## config.mk

```make
export PLATFORM = sky130hd
export DESIGN_NAME = iss_top
export DESIGN_NICKNAME = d
export VERILOG_FILES = /design/src/hw/iss_pkg.sv /design/src/hw/iss_top.sv
export VERILOG_INCLUDE_DIRS = /design/src /design/src/hw
export SDC_FILE = /design/constraint.sdc
export NUM_CORES = 1
export LEC_CHECK = 0
export BUFFER_PORTS_ARGS = -buffer_cell sky130_fd_sc_hd__buf_4
export CORE_MARGIN = 2
export CORE_UTILIZATION = 46
export CTS_CLUSTER_DIAMETER = 30
export DETAILED_ROUTE_END_ITERATION = 8
export HOLD_SLACK_MARGIN = 0.1
export PLACE_DENSITY = 0.8
export SLEW_MARGIN = 0
export SYNTH_ARGS = -nofsm -noshare
export SYNTH_HDL_FRONTEND = slang
export SYNTH_SLANG_ARGS = --single-unit
```

## constraint.sdc

```tcl
create_clock -name REF_CLK -period 1.5 [get_ports REF_CLK]
set_input_delay 0.075 -clock REF_CLK [delete_from_list [all_inputs] [get_ports REF_CLK]]
set_output_delay 0.075 -clock REF_CLK [all_outputs]
set_load 0.01 [all_outputs]
```

## src/hw/iss_cfg.svh

```systemverilog
/*
 * Register indices, field positions, reset values and block size for the
 * interrupt source select block.
 * Assumes inclusion by bare name from the package and the design module.
 */
`ifndef ISS_CFG_SVH
`define ISS_CFG_SVH

// Indexed register locations, reached with the bank select bit at one.
`define ISS_IDX_SRC_SEL   8'h02
`define ISS_IDX_CFG_LO    8'h04
`define ISS_IDX_CFG_HI    8'h05

// Reset values of the two registers.
`define ISS_SRC_SEL_RST   8'h00
`define ISS_CFG_RST       16'h0000

// Field positions in the configuration word.
`define ISS_CFG_EIS_BIT   15
`define ISS_CFG_SBE_BIT   14
`define ISS_CFG_CIB_BIT   13
`define ISS_CFG_SYNC_BIT  12
`define ISS_CFG_TSRC_HI   11
`define ISS_CFG_TSRC_LO   8
`define ISS_CFG_FIFO_HI   3
`define ISS_CFG_FIFO_LO   0

// Samples in one block.
`define ISS_BLOCK_SAMPLES 256

`endif

```

## src/hw/iss_pkg.sv

```systemverilog
/*
 * Types shared by the interrupt source select block.
 * Assumes the configuration header is on the include path.
 */
package iss_pkg;
    `include "iss_cfg.svh"

    // Event selector codes shared by source A and source B; the counter source differs at codes 1 and 2.
    typedef enum logic [3:0] {
        ISS_SEL_NONE     = 4'h0,
        ISS_SEL_RSVD     = 4'h1,
        ISS_SEL_THRESH   = 4'h2,
        ISS_SEL_FRAMEMAX = 4'h3,
        ISS_SEL_TRIG_ON  = 4'h4,
        ISS_SEL_TRIG_OFF = 4'h5
    } iss_sel_e;

    // Bus write phases; one-hot so each phase is a single flop.
    typedef enum logic [2:0] {
        ISS_BUS_IDLE = 3'b001,
        ISS_BUS_WR   = 3'b010,
        ISS_BUS_HOLD = 3'b100
    } iss_bus_e;
endpackage

```

## src/hw/iss_top.sv

```systemverilog
/*
 * Interrupt source select: routes acquisition and digital input events to the
 * source A and source B status flags while bit 14 is set, picks the threshold counter increment,
 * clears that counter at trigger start when asked, and gates classic
 * per-sample and per-burst interrupts.
 * Assumes a synchronous indexed register port on REF_CLK, event inputs that are
 * one-cycle pulses on REF_CLK, and digital inputs already synchronous.
 */
// Notes on behaviour
// - Source B selector in bits 7:4 sets flag B while bit 14 is set.
// - Source A selector in bits 3:0 sets flag A while bit 14 is set.
// - Codes 0..7 decode to none, counter, frame, trigger.
// - Codes 8..15 select input rising/falling edges.
// - Both registers reset to zero.
// - Bit 15 picks enhanced interrupt scheme.
// - Bit 14 puts source flags in status nibble.
// - Bit 13 blocks classic sample and burst interrupts.
// - DMA enable overrides the classic block.
// - DMA and FIFO interrupts ignore the block.
// - Bits 11:8 pick counter source; codes 1..3 sample, block, frame.
// - Codes 4,5 count trigger start/stop; 6,7 none.
// - Codes 8 upward count digital input edges.
// - Bit 12 clears counter at trigger start.
// - Registers at index 2, 4 and 5, bank one.
// - Bits 3:0 set FIFO interrupt interval.
// - Threshold reached yields event output.
`timescale 1ns/1ps
`include "iss_cfg.svh"

module iss_top (
    // Clock and reset
    input  wire logic        REF_CLK,
    input  wire logic        SRST,
    // Indexed register port
    input  wire logic        BANK_SELECT,
    input  wire logic [7:0]  REG_INDEX,
    input  wire logic        REG_WR,
    input  wire logic        REG_RD,
    input  wire logic [7:0]  REG_WDATA,
    output logic      [7:0]  REG_RDATA,
    // Event inputs, one-cycle pulses, and digital input levels
    input  wire logic        THRESH_REACHED,
    input  wire logic        FRAME_MAX,
    input  wire logic        SAMPLE_DONE,
    input  wire logic        BLOCK_DONE,
    input  wire logic        TRIG_START,
    input  wire logic        TRIG_STOP,
    input  wire logic [3:0]  DIGITAL_INPUT,
    // Classic interrupt sources and DMA mode
    input  wire logic        DMA_ENABLE,
    input  wire logic        CLASSIC_SAMPLE_IRQ,
    input  wire logic        CLASSIC_BURST_IRQ,
    input  wire logic        DMA_IRQ,
    input  wire logic        FIFO_IRQ,
    // Status and flag clearing
    input  wire logic [3:0]  ADC_CHANNEL,
    input  wire logic        CLEAR_FLAGS,
    output logic      [3:0]  STATUS_NIBBLE,
    output logic             SOURCE_A_FLAG,
    output logic             SOURCE_B_FLAG,
    // Configuration outputs
    output logic             ENHANCED_IRQ_SCHEME,
    output logic      [3:0]  FIFO_IRQ_INTERVAL,
    output logic      [3:0]  THRESHOLD_COUNTER_SOURCE,
    // Threshold counter controls
    output logic             THRESHOLD_COUNT_INC,
    output logic             THRESHOLD_COUNT_CLEAR,
    output logic             THRESH_EVENT,
    // Gated interrupt request
    output logic             IRQ_REQUEST
);
    import iss_pkg::*;

    logic [7:0]  src_sel_q;
    logic [7:0]  src_sel_d;
    logic [15:0] cfg_q;
    logic [15:0] cfg_d;
    logic [3:0]  din_q;
    logic        flag_a_q;
    logic        flag_b_q;
    logic [7:0]  rdata_q;
    iss_bus_e    bus_q;
    iss_bus_e    bus_d;
    logic [3:0]  status_q;
    logic        eis_q;
    logic [3:0]  fifo_q;
    logic [3:0]  tsrc_q;
    logic        inc_q;
    logic        clr_q;
    logic        thr_q;
    logic        irq_q;

    // Register decode; the set is only visible with the bank select high.
    wire         hit_sel  = BANK_SELECT && (REG_INDEX == `ISS_IDX_SRC_SEL);
    wire         hit_lo   = BANK_SELECT && (REG_INDEX == `ISS_IDX_CFG_LO);
    wire         hit_hi   = BANK_SELECT && (REG_INDEX == `ISS_IDX_CFG_HI);
    wire         wr_take  = REG_WR && (bus_q == ISS_BUS_IDLE);

    // Configuration fields.
    wire [3:0]   source_a_select          = src_sel_q[3:0];
    wire [3:0]   source_b_select          = src_sel_q[7:4];
    wire         enhanced_irq_scheme      = cfg_q[`ISS_CFG_EIS_BIT];
    wire         status_bank_enable       = cfg_q[`ISS_CFG_SBE_BIT];
    wire         classic_irq_block        = cfg_q[`ISS_CFG_CIB_BIT];
    wire         threshold_trigger_sync   = cfg_q[`ISS_CFG_SYNC_BIT];
    wire [3:0]   threshold_counter_source = cfg_q[`ISS_CFG_TSRC_HI:`ISS_CFG_TSRC_LO];
    wire [3:0]   fifo_irq_interval        = cfg_q[`ISS_CFG_FIFO_HI:`ISS_CFG_FIFO_LO];

    // Edge pulses from registered levels: each edge gives exactly one pulse.
    wire [3:0]   din_rise = DIGITAL_INPUT & ~din_q;
    wire [3:0]   din_fall = ~DIGITAL_INPUT & din_q;

    // Event vector indexed by selector code. Code 1 is reserved and never fires.
    wire [15:0]  sel_events = {din_fall[3], din_rise[3], din_fall[2], din_rise[2],
                               din_fall[1], din_rise[1], din_fall[0], din_rise[0],
                               2'b00, TRIG_STOP, TRIG_START, FRAME_MAX,
                               THRESH_REACHED, 2'b00};
    wire         ev_a = sel_events[source_a_select];
    wire         ev_b = sel_events[source_b_select];

    // Counter increment vector; codes 1 and 2 differ from the flag selectors.
    wire [15:0]  cnt_events = {din_fall[3], din_rise[3], din_fall[2], din_rise[2],
                               din_fall[1], din_rise[1], din_fall[0], din_rise[0],
                               2'b00, TRIG_STOP, TRIG_START,
                               FRAME_MAX, BLOCK_DONE, SAMPLE_DONE, 1'b0};
    wire         cnt_inc = cnt_events[threshold_counter_source];

    // Classic gating: the block bit only bites while DMA mode is off.
    wire         classic_ok  = !classic_irq_block || DMA_ENABLE;
    wire         irq_d       = (classic_ok && (CLASSIC_SAMPLE_IRQ || CLASSIC_BURST_IRQ))
                               || DMA_IRQ || FIFO_IRQ;

    // Flag update: a new event wins over a clear in the same cycle.
    wire         flag_a_d = ev_a || (flag_a_q && !CLEAR_FLAGS);
    wire         flag_b_d = ev_b || (flag_b_q && !CLEAR_FLAGS);

    // Status nibble: channel by default, source flags when the bank is on.
    wire [3:0]   status_d = status_bank_enable ? {2'b00, flag_b_d, flag_a_d}
                                               : ADC_CHANNEL;

    // Read mux; unmapped indices read zero.
    wire [7:0]   rdata_d = hit_sel ? src_sel_q   :
                           hit_lo  ? cfg_q[7:0]  :
                           hit_hi  ? cfg_q[15:8] : 8'h00;

    // Register writes. A write is taken once, then the port must drop REG_WR.
    assign src_sel_d = (wr_take && hit_sel) ? REG_WDATA : src_sel_q;
    assign cfg_d     = {(wr_take && hit_hi) ? REG_WDATA : cfg_q[15:8],
                        (wr_take && hit_lo) ? REG_WDATA : cfg_q[7:0]};

    // Bus phase: idle takes a write, wait for strobe release before the next.
    always_comb begin
        case (bus_q)
            ISS_BUS_IDLE: bus_d = REG_WR ? ISS_BUS_WR : ISS_BUS_IDLE;
            ISS_BUS_WR:   bus_d = REG_WR ? ISS_BUS_HOLD : ISS_BUS_IDLE;
            ISS_BUS_HOLD: bus_d = REG_WR ? ISS_BUS_HOLD : ISS_BUS_IDLE;
            default:      bus_d = ISS_BUS_IDLE;
        endcase
    end

    // Host registers and bus state.
    always_ff @(posedge REF_CLK) begin
        if (SRST) begin
            src_sel_q <= `ISS_SRC_SEL_RST;
            cfg_q     <= `ISS_CFG_RST;
            bus_q     <= ISS_BUS_IDLE;
            rdata_q   <= 8'h00;
        end else begin
            src_sel_q <= src_sel_d;
            cfg_q     <= cfg_d;
            bus_q     <= bus_d;
            rdata_q   <= REG_RD ? rdata_d : rdata_q;
        end
    end

    // Event side: flags, input history and every registered output except REG_RDATA.
    always_ff @(posedge REF_CLK) begin
        if (SRST) begin
            din_q    <= 4'h0;
            flag_a_q <= 1'b0;
            flag_b_q <= 1'b0;
            status_q <= 4'h0;
            eis_q    <= 1'b0;
            fifo_q   <= 4'h0;
            tsrc_q   <= 4'h0;
            inc_q    <= 1'b0;
            clr_q    <= 1'b0;
            thr_q    <= 1'b0;
            irq_q    <= 1'b0;
        end else begin
            din_q    <= DIGITAL_INPUT;
            flag_a_q <= flag_a_d && status_bank_enable;
            flag_b_q <= flag_b_d && status_bank_enable;
            status_q <= status_d;
            eis_q    <= enhanced_irq_scheme;
            fifo_q   <= fifo_irq_interval;
            tsrc_q   <= threshold_counter_source;
            inc_q    <= cnt_inc;
            clr_q    <= threshold_trigger_sync && TRIG_START;
            thr_q    <= THRESH_REACHED;
            irq_q    <= irq_d;
        end
    end

    // Outputs, each straight from a flop.
    assign REG_RDATA                = rdata_q;
    assign STATUS_NIBBLE            = status_q;
    assign SOURCE_A_FLAG            = flag_a_q;
    assign SOURCE_B_FLAG            = flag_b_q;
    assign ENHANCED_IRQ_SCHEME      = eis_q;
    assign FIFO_IRQ_INTERVAL        = fifo_q;
    assign THRESHOLD_COUNTER_SOURCE = tsrc_q;
    assign THRESHOLD_COUNT_INC      = inc_q;
    assign THRESHOLD_COUNT_CLEAR    = clr_q;
    assign THRESH_EVENT             = thr_q;
    assign IRQ_REQUEST              = irq_q;

endmodule
```

== After elaboration in Yosys (flattened, before gate mapping) ==
Index checks and enable logic that the tools add are counted.

* Flip-flop bits (word level): 58
* Input port bits: 41
* Output and inout port bits: 27
* Word-level logic and storage cells: 66

* Magnitude comparators: 3
* Equal/unequal tests: 6
* Mux-type cells: 13
* Bitwise gates (word level): 4
* Reduce and logical (&&, ||, !) cells: 23

{| class="wikitable"
|+ Operator list
! operator !! count
|-
| $mux W8 || 3
|-
| $eq A8 B3 Y1 const B || 2
|-
| $lt A4 B5 Y1 const B || 3
|-
| $logic_and A1 B1 Y1 || 13
|-
| $bmux W1 S4 || 3
|-
| $and A4 B4 Y4 || 2
|-
| $eq A8 B2 Y1 const B || 1
|-
| $not A4 Y4 || 2
|-
| $logic_or A1 B1 Y1 || 6
|-
| $pmux W3 S2 || 1
|-
| $mux W2 || 2
|-
| $reduce_or A2 Y1 || 2
|-
| $eq A3 B1 Y1 const B || 1
|-
| $eq A3 B2 Y1 const B || 1
|-
| $eq A3 B3 Y1 const B || 1
|-
| $mux W1 || 3
|-
| $mux W3 || 1
|-
| $logic_not A1 Y1 || 2
|}

== Logic depth before layout (Yosys ltp) ==
Gate-level depths: netlist (run 1).

* Depth in word-level cells: 6
* Gate-level depth with buffers: 6
* Depth with buffers taken out: 4

== Worst setup path after synthesis (run 1) ==
Ideal clock, no wire load.

* Kind: input -> register
* Start: input port REG_INDEX[5]
* End: register cfg_q[10]
* Library setup time: 72 ps
* Arrival: 1306 ps
* Data required time: 1428 ps
* Setup slack: 123 ps
* Stages on the path: 5
* Buffers on the path: 1
* Cell sequence: or4_4 > nor4_2 > and2_1 > buf_6 > mux2i_1

* Cells in the longest elaborated chain, start to end: 3

{| class="wikitable"
|+ Ends and longest elaborated chain
! element !! line !! text
|-
| from (decl) || iss_top.sv:36 || <nowiki>input wire logic [7:0] REG_INDEX,</nowiki>
|-
| $eq A8 B3 Y1 (no source line) || n/a ||
|-
| $logic_and A1 B1 Y1 || iss_top.sv:96 || <nowiki>wire hit_hi = BANK_SELECT && (REG_INDEX == `ISS_IDX_CFG_HI);</nowiki>
|-
| $logic_and A1 B1 Y1 || iss_top.sv:148 || <nowiki>assign cfg_d = {(wr_take && hit_hi) ? REG_WDATA : cfg_q[15:8],</nowiki>
|-
| to (signal assigned) || iss_top.sv:165 || <nowiki>cfg_q <= `ISS_CFG_RST;</nowiki>
|-
| to (signal assigned) || iss_top.sv:170 || <nowiki>cfg_q <= cfg_d;</nowiki>
|-
| to (decl) || iss_top.sv:76 || <nowiki>logic [15:0] cfg_q;</nowiki>
|}

Every way passes these cells.
A chain may end at the register's enable or synchronous reset.

== Worst setup path after layout (run 1) ==
* Start: register src_sel_q[0]
* End: register status_q[0] (netlist: STATUS_NIBBLE[0])

* Cells in the longest elaborated chain, start to end: 4

{| class="wikitable"
|+ Ends and longest elaborated chain
! element !! line !! text
|-
| from (decl) || iss_top.sv:74 || <nowiki>logic [7:0] src_sel_q;</nowiki>
|-
| from (signal assigned) || iss_top.sv:164 || <nowiki>src_sel_q <= `ISS_SRC_SEL_RST;</nowiki>
|-
| from (signal assigned) || iss_top.sv:169 || <nowiki>src_sel_q <= src_sel_d;</nowiki>
|-
| $bmux W1 S4 || iss_top.sv:118 || <nowiki>wire ev_a = sel_events[source_a_select];</nowiki>
|-
| $mux W1 (not written as such) || iss_top.sv:118 ||
|-
| $logic_or A1 B1 Y1 || iss_top.sv:134 || <nowiki>wire flag_a_d = ev_a || (flag_a_q && !CLEAR_FLAGS);</nowiki>
|-
| $mux W2 || iss_top.sv:138 || <nowiki>wire [3:0] status_d = status_bank_enable ? {2'b00, flag_b_d, flag_a_d}</nowiki>
|-
| to (signal assigned) || iss_top.sv:194 || <nowiki>status_q <= status_d;</nowiki>
|-
| to (decl) || iss_top.sv:84 || <nowiki>logic [3:0] status_q;</nowiki>
|}

Every way passes these cells. The select of a mux whose other input is x is not followed.

==> results.sh, run 1 <==
export IMPL_die_h_um=79.9
export IMPL_io_buffers=67
export IMPL_finClkSkew_ns=0.00809
export IMPL_htree_levels=3
export IMPL_fin_crit_ns=1.46
export IMPL_slew_viol_final=0
export IMPL_clock_sinks=58
export IMPL_final_core_util_pct=67.8
export IMPL_core_area_um2=5540
export IMPL_ys_seq_elements=58
export IMPL_wl_per_cell_um=14.5
export IMPL_tightest_slew_ns=0.473
export IMPL_multi_input_area_um2=1390
export IMPL_antenna_found_initial=0
export IMPL_insertedDiodeCount=0
export IMPL_clockBufferDepth=2
export IMPL_p_comb_share_pct=8.9
export IMPL_grt_pass1_vias=2311
export IMPL_place_hpwl_um=4760
export IMPL_max_cap_violations=0
export IMPL_cts_tree="yes"
export IMPL_grt_pass1_wl_um=10500
export IMPL_clock_fmax_mhz=684
export IMPL_startpoint_type="flip-flop"
export IMPL_yosysSeqAreaShare_pct=43.8
export IMPL_synthCells=274
export IMPL_rows=27
export IMPL_grt_setup_unrepaired="no"
export IMPL_layout_drive_gt1_share_pct=29.8
export IMPL_path_clk_slew_ns=0.06
export IMPL_grt_usage_pct=21.2
export IMPL_drt_iter0_drc=97
export IMPL_syn_area_um2=2650
export IMPL_arrival_ns=1.69
export IMPL_p_per_area_nw_per_um2=871
export IMPL_endpoint_kind="flip-flop"
export IMPL_nets=415
export IMPL_dieArea_um2=6380
export IMPL_pwr_share_seq_pct=48.0
export IMPL_p_int_mw=2.54
export IMPL_path_class="flip-flop to flip-flop"
export IMPL_p_leak_nw=1.61
export IMPL_mostFrequentLayoutCell="buf_4"
export IMPL_yosysWarnings=0
export IMPL_drc_errors=0
export IMPL_initial_core_util_pct=47.8
export IMPL_via_per_inst=5.16
export IMPL_crit_required_ns=1.73
export IMPL_gp_congestion=0.818
export IMPL_cp_num_buf_inv=0
export IMPL_slew_headroom_pct=68.5
export IMPL_root_buffer="clkbuf_8"
export IMPL_synth_area_top_cells="dfxtp_1 (44%), mux2i_1 (14%), nand2b_1 (6.8%)"
export IMPL_p_sw_mw=0.731
export IMPL_die_w_um=79.9
export IMPL_slowest_stage="dfxtp_2"
export IMPL_cts_made_buffers=9
export IMPL_hold_path_class="input pin to flip-flop"
export IMPL_grt_max_degree=55
export IMPL_cp_max_fo=9
export IMPL_finalWirelength_um=6540
export IMPL_setup_viol=0
export IMPL_yosysTopAreaCellShare_pct=43.8
export IMPL_fillers=441
export IMPL_yosysTopAreaCell="dfxtp_1"
export IMPL_area_growth_pct=41.8
export IMPL_crit_path_max_incr_delay_ns=0.43
export IMPL_grt_overflow=0
export IMPL_hold_viol=0
export IMPL_synth_nets=315
export IMPL_clockPowerShare_pct=43.1
export IMPL_pin_count=68
export IMPL_synth_cell_types=43
export IMPL_switching_share_pct=22.4
export IMPL_place_area_um2=3290
export IMPL_synth_area_per_cell_um2=9.67
export IMPL_ir_drop_uv=729
export IMPL_fin_area_um2=3750
export IMPL_crit_chain="mux2i_1, o311ai_0, nand3_1, a311oi_2"
export IMPL_first_pass_iters=4
export IMPL_layout_common_cells="buf_4 (81), dfxtp_1 (54), mux2i_1 (36)"
export IMPL_status="finished, final reports clean"
export IMPL_insertion_delay_ns=0.33
export IMPL_worst_path_dominant_cell_family="compound AO/OA/AOI/OAI gates"
export IMPL_seqCellArea_um2=1170
export IMPL_antenna_left=0
export IMPL_fin_crit_sh_pct=97.4
export IMPL_via_count=2328
power by group through the flow:
stage               logic (mW)  registers, mW  clock network, mW
global placement         0.231           1.60                  0
detailed placement       0.235           1.60                  0
global route             0.314           1.57               1.50
finish                   0.290           1.57               1.41
CTS                      0.282           1.57               1.43
floorplan               0.0966           1.61                  0
worst register-to-register path: stages, from the launching register on:
cell and delay (ns):
dfxtp_2 0.43, mux2i_1 0.10, o311ai_0 0.31, nand3_1 0.21
a311oi_2 0.32
cells in the mapped netlist:
library cell,count
a211o_1,2
a21oi_1,13
a221o_1,1
a221oi_1,1
a311oi_1,3
a31oi_1,1
and2_1,1
and3b_1,3
and4bb_1,1
buf_1,3
buf_2,4
buf_6,2
clkbuf_1,7
dfxtp_1,58
inv_1,13
mux2_2,3
mux2i_1,36
nand2_1,3
nand2b_1,29
nand3_1,2
nand3b_1,8
nand4_1,1
nand4b_1,1
nand4bb_1,1
nor2_1,23
nor2b_1,19
nor3_1,1
nor3b_1,5
nor3b_2,1
nor4_1,1
nor4_2,1
nor4b_1,1
nor4bb_1,1
o2111ai_1,4
o211ai_1,1
o21ai_0,2
o22ai_1,1
o2bb2ai_1,8
o311ai_0,3
or3_1,1
or3b_2,2
or4_4,1
xnor2_1,1
final timing paths:
| check | startpoint | end | slack [ns] | cells after the start |
|---|---|---|---|---|
| setup / recovery | src_sel_q[0]$_SDFFE_PP0P_ | STATUS_NIBBLE[0]$_SDFF_PP0_ | 0.04 | 4 |
| hold / removal | ADC_CHANNEL[0] | STATUS_NIBBLE[0]$_SDFF_PP0_ | 0.09 | 3 |
| setup reg to reg | src_sel_q[0]$_SDFFE_PP0P_ | STATUS_NIBBLE[0]$_SDFF_PP0_ | 0.04 | 4 |
| hold reg to reg | cfg_q[2]$_SDFFE_PP0P_ | FIFO_IRQ_INTERVAL[2]$_SDFF_PP0_ | 0.47 | 2 |
flip-flops by register name, summed over array words and instances (netlist names), 3 cells and up:
name                      flops
THRESHOLD_COUNTER_SOURCE      4
din_q                         4
FIFO_IRQ_INTERVAL             4
STATUS_NIBBLE                 4
src_sel_q                     8
cfg_q                        16
REG_RDATA                     8
bus_q                         3
per-layer routing:
metal	vias up	routed length [µm]	global-route usage (%)
li1	1172	-	-
met5	-	0	0
met4	0	156	10.8
met1	1072	2860	25.4
met2	69	3210	36.3
met3	15	303	3.51
timing repair:
item                                   4_1_cts  5_1_grt
setup endpoints to repair                    4       13
hold buffers                                22        0
endpoints found under the hold margin       36        0
gates resized for setup                      3        7
pin swaps                                    1        4
setup buffers                                0        1
stage by stage:
step,hold WS (ns),power [mW],TNS (ns),setup WS [ns],std cells
6_report,0.0880,3.27,0,0.0387,451
5_1_grt,0.124,3.38,0,0.0000843,451
4_1_cts,0.104,3.28,0,0.0180,450
3_5_place_dp,0.323,1.84,-0.950,-0.123,412
3_3_place_gp,0.319,1.84,-0.400,-0.0611,412
2_1_floorplan,0.196,1.70,0,0.123,274
logic make-up after synthesis:
family                    share of synthesized area [%]
AOI/OAI and AO/OA                                  10.9
buffers and inverters                              4.87
muxes                                              14.9
xor gates and xnor gates                          0.331
and+or+nand+nor                                    25.2
DFF                                                43.8
cell type report:
| type | count | share of cell area (%) |
|---|---|---|
| tap | 72 | 2.40 |
| inverter | 13 | 1.30 |
| sequential | 58 | 31.1 |
| timing repair buffer | 105 | 22.9 |
| multi-input combinational | 187 | 37.1 |
| clock buffer | 11 | 3.77 |
| clock inverter | 5 | 1.43 |
No activity file was read; power rests on OpenSTA's default activity.
==> run 2, diff against run 1 <==
--- a/config.mk
+++ b/config.mk
@@ -8,11 +8,12 @@
 export LEC_CHECK = 0
 export BUFFER_PORTS_ARGS = -buffer_cell sky130_fd_sc_hd__buf_4
 export CORE_MARGIN = 2
-export CORE_UTILIZATION = 46
+export CORE_UTILIZATION = 50
 export CTS_CLUSTER_DIAMETER = 30
 export DETAILED_ROUTE_END_ITERATION = 8
 export HOLD_SLACK_MARGIN = 0.1
-export PLACE_DENSITY = 0.8
+export MAX_ROUTING_LAYER = met4
+export PLACE_DENSITY = 0.85
 export SLEW_MARGIN = 0
 export SYNTH_ARGS = -nofsm -noshare
 export SYNTH_HDL_FRONTEND = slang
==> run 2 against run 1 <==
  * Sequential share of layout area increased by 0.20 points
  * Count of clock-buffer cells in the layout unchanged
  * Flip-flop and latch count stayed put
  * Wire length grew 1.1%
  * Final cell count down 0.44%
  * Critical path depth rose by 1
  * Non-clock buffer count unchanged
  * Worst setup slack better by 0.030 ns
  * First-iteration DRC count is 22% higher
  * Clock skew rose by 0.0029 ns
  * Via count rose by 0.34%
  * Die area fell by 7.6%
==> results.sh, run 2 (synthesis gave the netlist of run 1 again) <==
export IMPL_status="finished, final reports clean"
export IMPL_via_count=2336
export IMPL_hold_viol=0
export IMPL_fillers=378
export IMPL_io_buffers=67
export IMPL_insertedDiodeCount=0
export IMPL_r2r_end="src_sel_q[0]$_SDFFE_PP0P_"
export IMPL_die_w_um=76.8
export IMPL_path_clk_slew_ns=0.07
export IMPL_via_per_inst=5.20
export IMPL_place_hpwl_um=4340
export IMPL_fin_area_um2=3720
export IMPL_min_from="REG_RD"
export IMPL_wl_per_cell_um=14.7
export IMPL_multi_input_area_um2=1390
export IMPL_seqCellArea_um2=1170
export IMPL_cts_made_buffers=9
export IMPL_slew_viol_final=0
export IMPL_insertion_delay_ns=0.35
export IMPL_crit_end="src_sel_q[0]$_SDFFE_PP0P_"
export IMPL_clock_fmax_mhz=699
export IMPL_startpoint_type="flip-flop"
export IMPL_fin_crit_sh_pct=95.4
export IMPL_mostFrequentLayoutCell="buf_4"
export IMPL_slew_headroom_pct=67.3
export IMPL_htree_levels=3
export IMPL_max_cap_violations=0
export IMPL_grt_max_degree=55
export IMPL_tightest_slew_ns=0.491
export IMPL_drc_errors=0
export IMPL_endpoint_kind="flip-flop"
export IMPL_layout_common_cells="buf_4 (80), dfxtp_1 (54), mux2i_1 (36)"
export IMPL_crit_required_ns=1.71
export IMPL_finalWirelength_um=6610
export IMPL_pin_count=68
export IMPL_p_per_area_nw_per_um2=842
export IMPL_initial_core_util_pct=51.9
export IMPL_die_h_um=76.8
export IMPL_setup_viol=0
export IMPL_grt_overflow=0
export IMPL_largest_reg_flops=16
export IMPL_root_buffer="clkbuf_8"
export IMPL_grt_usage_pct=24.2
export IMPL_cp_max_fo=4
export IMPL_layout_drive_gt1_share_pct=29.3
export IMPL_p_leak_nw=1.59
export IMPL_grt_pass1_wl_um=10800
export IMPL_grt_pass1_vias=2273
export IMPL_layoutNonFillerInstCount=449
export IMPL_gp_congestion=0.859
export IMPL_area_growth_pct=40.5
export IMPL_dieArea_um2=5900
export IMPL_dp_cells=409
export IMPL_rows=26
export IMPL_antenna_found_initial=0
export IMPL_path_class="flip-flop to flip-flop"
export IMPL_largest_register="cfg_q"
export IMPL_reg2reg_slack_ns=0.07
export IMPL_r2r_start="bus_q[1]$_SDFF_PP0_"
export IMPL_finClkSkew_ns=0.0110
export IMPL_drt_iter0_drc=118
export IMPL_arrival_ns=1.64
export IMPL_fin_crit_ns=1.43
export IMPL_clockBufferDepth=2
export IMPL_first_pass_iters=4
export IMPL_hold_path_class="input pin to flip-flop"
export IMPL_ir_drop_uv=653
export IMPL_grt_setup_unrepaired="yes"
export IMPL_startpoint="bus_q[1]$_SDFF_PP0_"
export IMPL_core_area_um2=5110
export IMPL_antenna_left=0
export IMPL_r2r_worst_path_cells=5
export IMPL_place_area_um2=3280
export IMPL_cts_tree="yes"
export IMPL_nets=415
export IMPL_clock_sinks=58
==> run 2: worst min path at each step <==
stage                                  endpoint  slack (ns)  cells past startpoint
6_report              REG_RDATA[2]$_SDFFE_PP0P_        0.11                      4
2_1_floorplan  THRESHOLD_COUNT_CLEAR$_SDFF_PP0_        0.20                      2
5_1_grt               REG_RDATA[2]$_SDFFE_PP0P_        0.12                      4
3_5_place_dp            THRESH_EVENT$_SDFF_PP0_        0.33                      2
4_1_cts               REG_RDATA[7]$_SDFFE_PP0P_        0.10                      4
3_3_place_gp                din_q[3]$_SDFF_PP0_        0.32                      2
==> run 2: where the power goes <==
group | switching [mW] | internal, mW
registers | 0.0139 | 1.56
logic | 0.116 | 0.177
clock network | 0.633 | 0.634
total | 0.764 | 2.37
==> run 2: area by class of cell <==
class | count | area share, %
Clock inverter | 5 | 0.807
Sequential cell | 58 | 31.3
Multi-Input combinational cell | 187 | 37.2
Inverter | 13 | 1.31
Timing Repair Buffer | 105 | 23.2
Clock buffer | 11 | 3.80
Tap cell | 70 | 2.35
==> run 2: critical path, stage by stage, from the launching register on <==
cell and delay (ns):
dfxtp_1 0.32, nand4bb_4 0.25, and4bb_1 0.32, buf_4 0.16
mux2i_1 0.20, nor2_1 0.05
==> run 2: metal layers <==
metal / vias to the layer above / GRT usage (%) / routed length (µm)
met5: - / - / 0
met4: 0 / 13.5 / 127
met3: 12 / 5.06 / 381
met2: 74 / 38.4 / 3160
met1: 1082 / 28.6 / 2940
li1: 1168 / - / -
==> run 2: timing repair <==
action / 4_1_cts / 5_1_grt
hold buffers: 23 / 0
buffers inserted: 1 / 0
pin swaps: 2 / 1
hold endpoints to repair: 37 / 0
setup endpoints to repair: 8 / 23
gates resized for setup: 4 / 5
==> run 2: per-stage QoR <==
step           utilization (%)  power, mW  setup TNS, ns  hold slack (ns)  setup slack (ns)
3_5_place_dp              64.2       1.84          -1.10            0.329            -0.125
2_1_floorplan                -       1.70              0            0.196             0.123
5_1_grt                   72.9       3.25        -0.0460            0.124           -0.0169
3_3_place_gp              64.2       1.83         -0.310            0.322           -0.0402
4_1_cts                   72.8       3.15              0            0.105            0.0137
6_report                  72.9       3.13              0            0.106            0.0689
==> run 3, diff against run 2 <==
--- a/config.mk
+++ b/config.mk
@@ -7,7 +7,6 @@
 export NUM_CORES = 1
 export LEC_CHECK = 0
 export BUFFER_PORTS_ARGS = -buffer_cell sky130_fd_sc_hd__buf_4
-export CORE_MARGIN = 2
 export CORE_UTILIZATION = 50
 export CTS_CLUSTER_DIAMETER = 30
 export DETAILED_ROUTE_END_ITERATION = 8
==> constraint.sdc (replaced) <==
create_clock -name REF_CLK -period 1.7 [get_ports REF_CLK]
set_input_delay 0.085 -clock REF_CLK [delete_from_list [all_inputs] [get_ports REF_CLK]]
set_output_delay 0.085 -clock REF_CLK [all_outputs]
set_load 0.01 [all_outputs]
==> run 3 against run 2 <==
  * Combinational power is 15% lower
  * Register-to-register slack improved by 0.06 ns
  * Critical path type unchanged
  * Clock skew down 0.0047 ns
  * Total power down 5.9%
  * Highest routed layer unchanged
==> results.sh, run 3 (synthesis gave the netlist of run 1 again) <==
export IMPL_status="finished, final reports clean"
export IMPL_cts_tree="yes"
export IMPL_p_comb_share_pct=8.5
export IMPL_startpoint_type="flip-flop"
export IMPL_ir_drop_uv=696
export IMPL_grt_usage_pct=25.8
export IMPL_cp_num_buf_inv=0
export IMPL_gp_congestion=0.830
export IMPL_antenna_found_initial=0
export IMPL_grt_max_degree=55
export IMPL_max_cap_violations=0
export IMPL_pin_count=68
export IMPL_largest_reg_flops=16
export IMPL_whs_ns=0.127
export IMPL_via_count=2325
export IMPL_endpoint_kind="flip-flop"
export IMPL_grt_pass1_wl_um=10200
export IMPL_post_cts_buffers=0
export IMPL_finalSetupTns_ns=0
export IMPL_largest_register="cfg_q"
export IMPL_p_sw_mw=0.675
export IMPL_slowest_stage="dfxtp_1"
export IMPL_die_w_um=74.8
export IMPL_area_growth_pct=38.8
export IMPL_layout_common_cells="buf_4 (78), dfxtp_1 (58), mux2i_1 (36)"
export IMPL_die_h_um=74.8
export IMPL_clockBufferDepth=2
export IMPL_antenna_left=0
export IMPL_core_area_um2=5110
export IMPL_switching_share_pct=22.9
export IMPL_path_clk_slew_ns=0.07
export IMPL_crit_required_ns=1.95
export IMPL_initial_core_util_pct=51.9
export IMPL_final_core_util_pct=72.0
export IMPL_r2r_end="STATUS_NIBBLE[0]$_SDFF_PP0_"
export IMPL_power_mw=2.95
export IMPL_reg2reg_slack_ns=0.13
export IMPL_clockPowerShare_pct=44.5
export IMPL_wl_per_cell_um=14.6
export IMPL_fin_crit_sh_pct=92.3
export IMPL_p_per_area_nw_per_um2=803
export IMPL_drc_errors=0
export IMPL_layout_drive_gt1_share_pct=27.2
export IMPL_grt_setup_unrepaired="no"
export IMPL_io_buffers=67
export IMPL_crit_end="STATUS_NIBBLE[0]$_SDFF_PP0_"
export IMPL_pwr_share_seq_pct=47.0
export IMPL_drt_iter0_drc=137
export IMPL_path_class="flip-flop to flip-flop"
export IMPL_r2r_start="src_sel_q[0]$_SDFFE_PP0P_"
export IMPL_dieArea_um2=5590
export IMPL_clock_sinks=58
export IMPL_hold_path_class="input pin to flip-flop"
export IMPL_grt_overflow=0
export IMPL_nets=411
export IMPL_finClkSkew_ns=0.00627
export IMPL_crit_cells=4
export IMPL_via_per_inst=5.22
export IMPL_hold_viol=0
export IMPL_fin_crit_ns=1.57
export IMPL_slew_viol_final=0
export IMPL_rows=26
export IMPL_arrival_ns=1.82
export IMPL_insertedDiodeCount=0
export IMPL_r2r_worst_path_cells=4
export IMPL_slew_headroom_pct=68.2
export IMPL_first_pass_iters=4
export IMPL_clock_fmax_mhz=637
export IMPL_mostFrequentLayoutCell="buf_4"
export IMPL_place_hpwl_um=4430
export IMPL_grt_pass1_vias=2151
export IMPL_setup_viol=0
export IMPL_finalWirelength_um=6490
export IMPL_worst_path_dominant_cell_family="flip-flops"
export IMPL_cp_max_fo=12
export IMPL_insertion_delay_ns=0.35
export IMPL_crit_path_max_incr_delay_ns=0.58
export IMPL_cts_made_buffers=9
export IMPL_p_leak_nw=1.58
export IMPL_root_buffer="clkbuf_8"
export IMPL_p_int_mw=2.28
export IMPL_htree_levels=3
export IMPL_crit_chain="mux2i_1, o311ai_0, nand3_1, a311oi_1"
export IMPL_tightest_slew_ns=0.477
export IMPL_startpoint="src_sel_q[0]$_SDFFE_PP0P_"
==> run 3: cell types whose count changed in the layout (fill, tap and decap cells not counted), sizes merged <==
cell,change
buf,-4
bufinv,+1
clkinvlp,-1
==> run 3: per-stage QoR <==
stage	worst slack, ns	cells	instance area, µm²
global route	0.0547	445	3680
CTS	0.154	445	3680
detailed placement	0.0648	406	3240
finish	0.131	445	3680
global placement	0.109	406	3240
floorplan	0.313	274	2650
==> run 3: layer usage <==
metal,up-vias,wire (µm),track usage (%)
met1,1086,2940,31.7
met4,0,131,14.9
met3,12,296,6.43
met2,70,3120,38.5
li1,1157,-,-
met5,-,0,-
==> run 3: power groups by stage <==
stage          Combinational [mW]  Clock [mW]  Sequential, mW
2_1_floorplan              0.0852           0            1.42
3_3_place_gp                0.202           0            1.42
3_5_place_dp                0.205           0            1.42
4_1_cts                     0.248        1.32            1.39
5_1_grt                     0.271        1.38            1.39
6_report                    0.251        1.31            1.39
==> run 3: how the worst min path moves through the flow <==
stage / startpoint / endpoint / depth (start not counted)
floorplan: TRIG_START / THRESHOLD_COUNT_CLEAR$_SDFF_PP0_ / 2
global placement: DIGITAL_INPUT[3] / din_q[3]$_SDFF_PP0_ / 2
detailed placement: THRESH_REACHED / THRESH_EVENT$_SDFF_PP0_ / 2
CTS: REG_RD / REG_RDATA[7]$_SDFFE_PP0P_ / 4
global route: REG_RD / REG_RDATA[1]$_SDFFE_PP0P_ / 4
finish: REG_RD / REG_RDATA[4]$_SDFFE_PP0P_ / 4
==> run 3: repair_timing <==
item | in CTS | in global routing
hold endpoints to repair | 36 | 0
hold buffers | 23 | 0
setup endpoints to repair | 0 | 0
resized for setup | 0 | 0
==> run 3: cell type report <==
class / instances / area (µm²)
Clock buffer: 11 / 151
Tap cell: 70 / 87.6
Timing Repair Buffer: 101 / 816
Inverter: 13 / 48.8
Clock inverter: 5 / 52.6
Fill cell: 386 / 1430
Sequential cell: 58 / 1160
Multi-Input combinational cell: 187 / 1360
==> run 3: worst min-delay path, cell delays in order <==
cell     delay, ns
buf_4         0.14
nor2b_1       0.05
a21oi_1       0.11
nor2_1        0.05
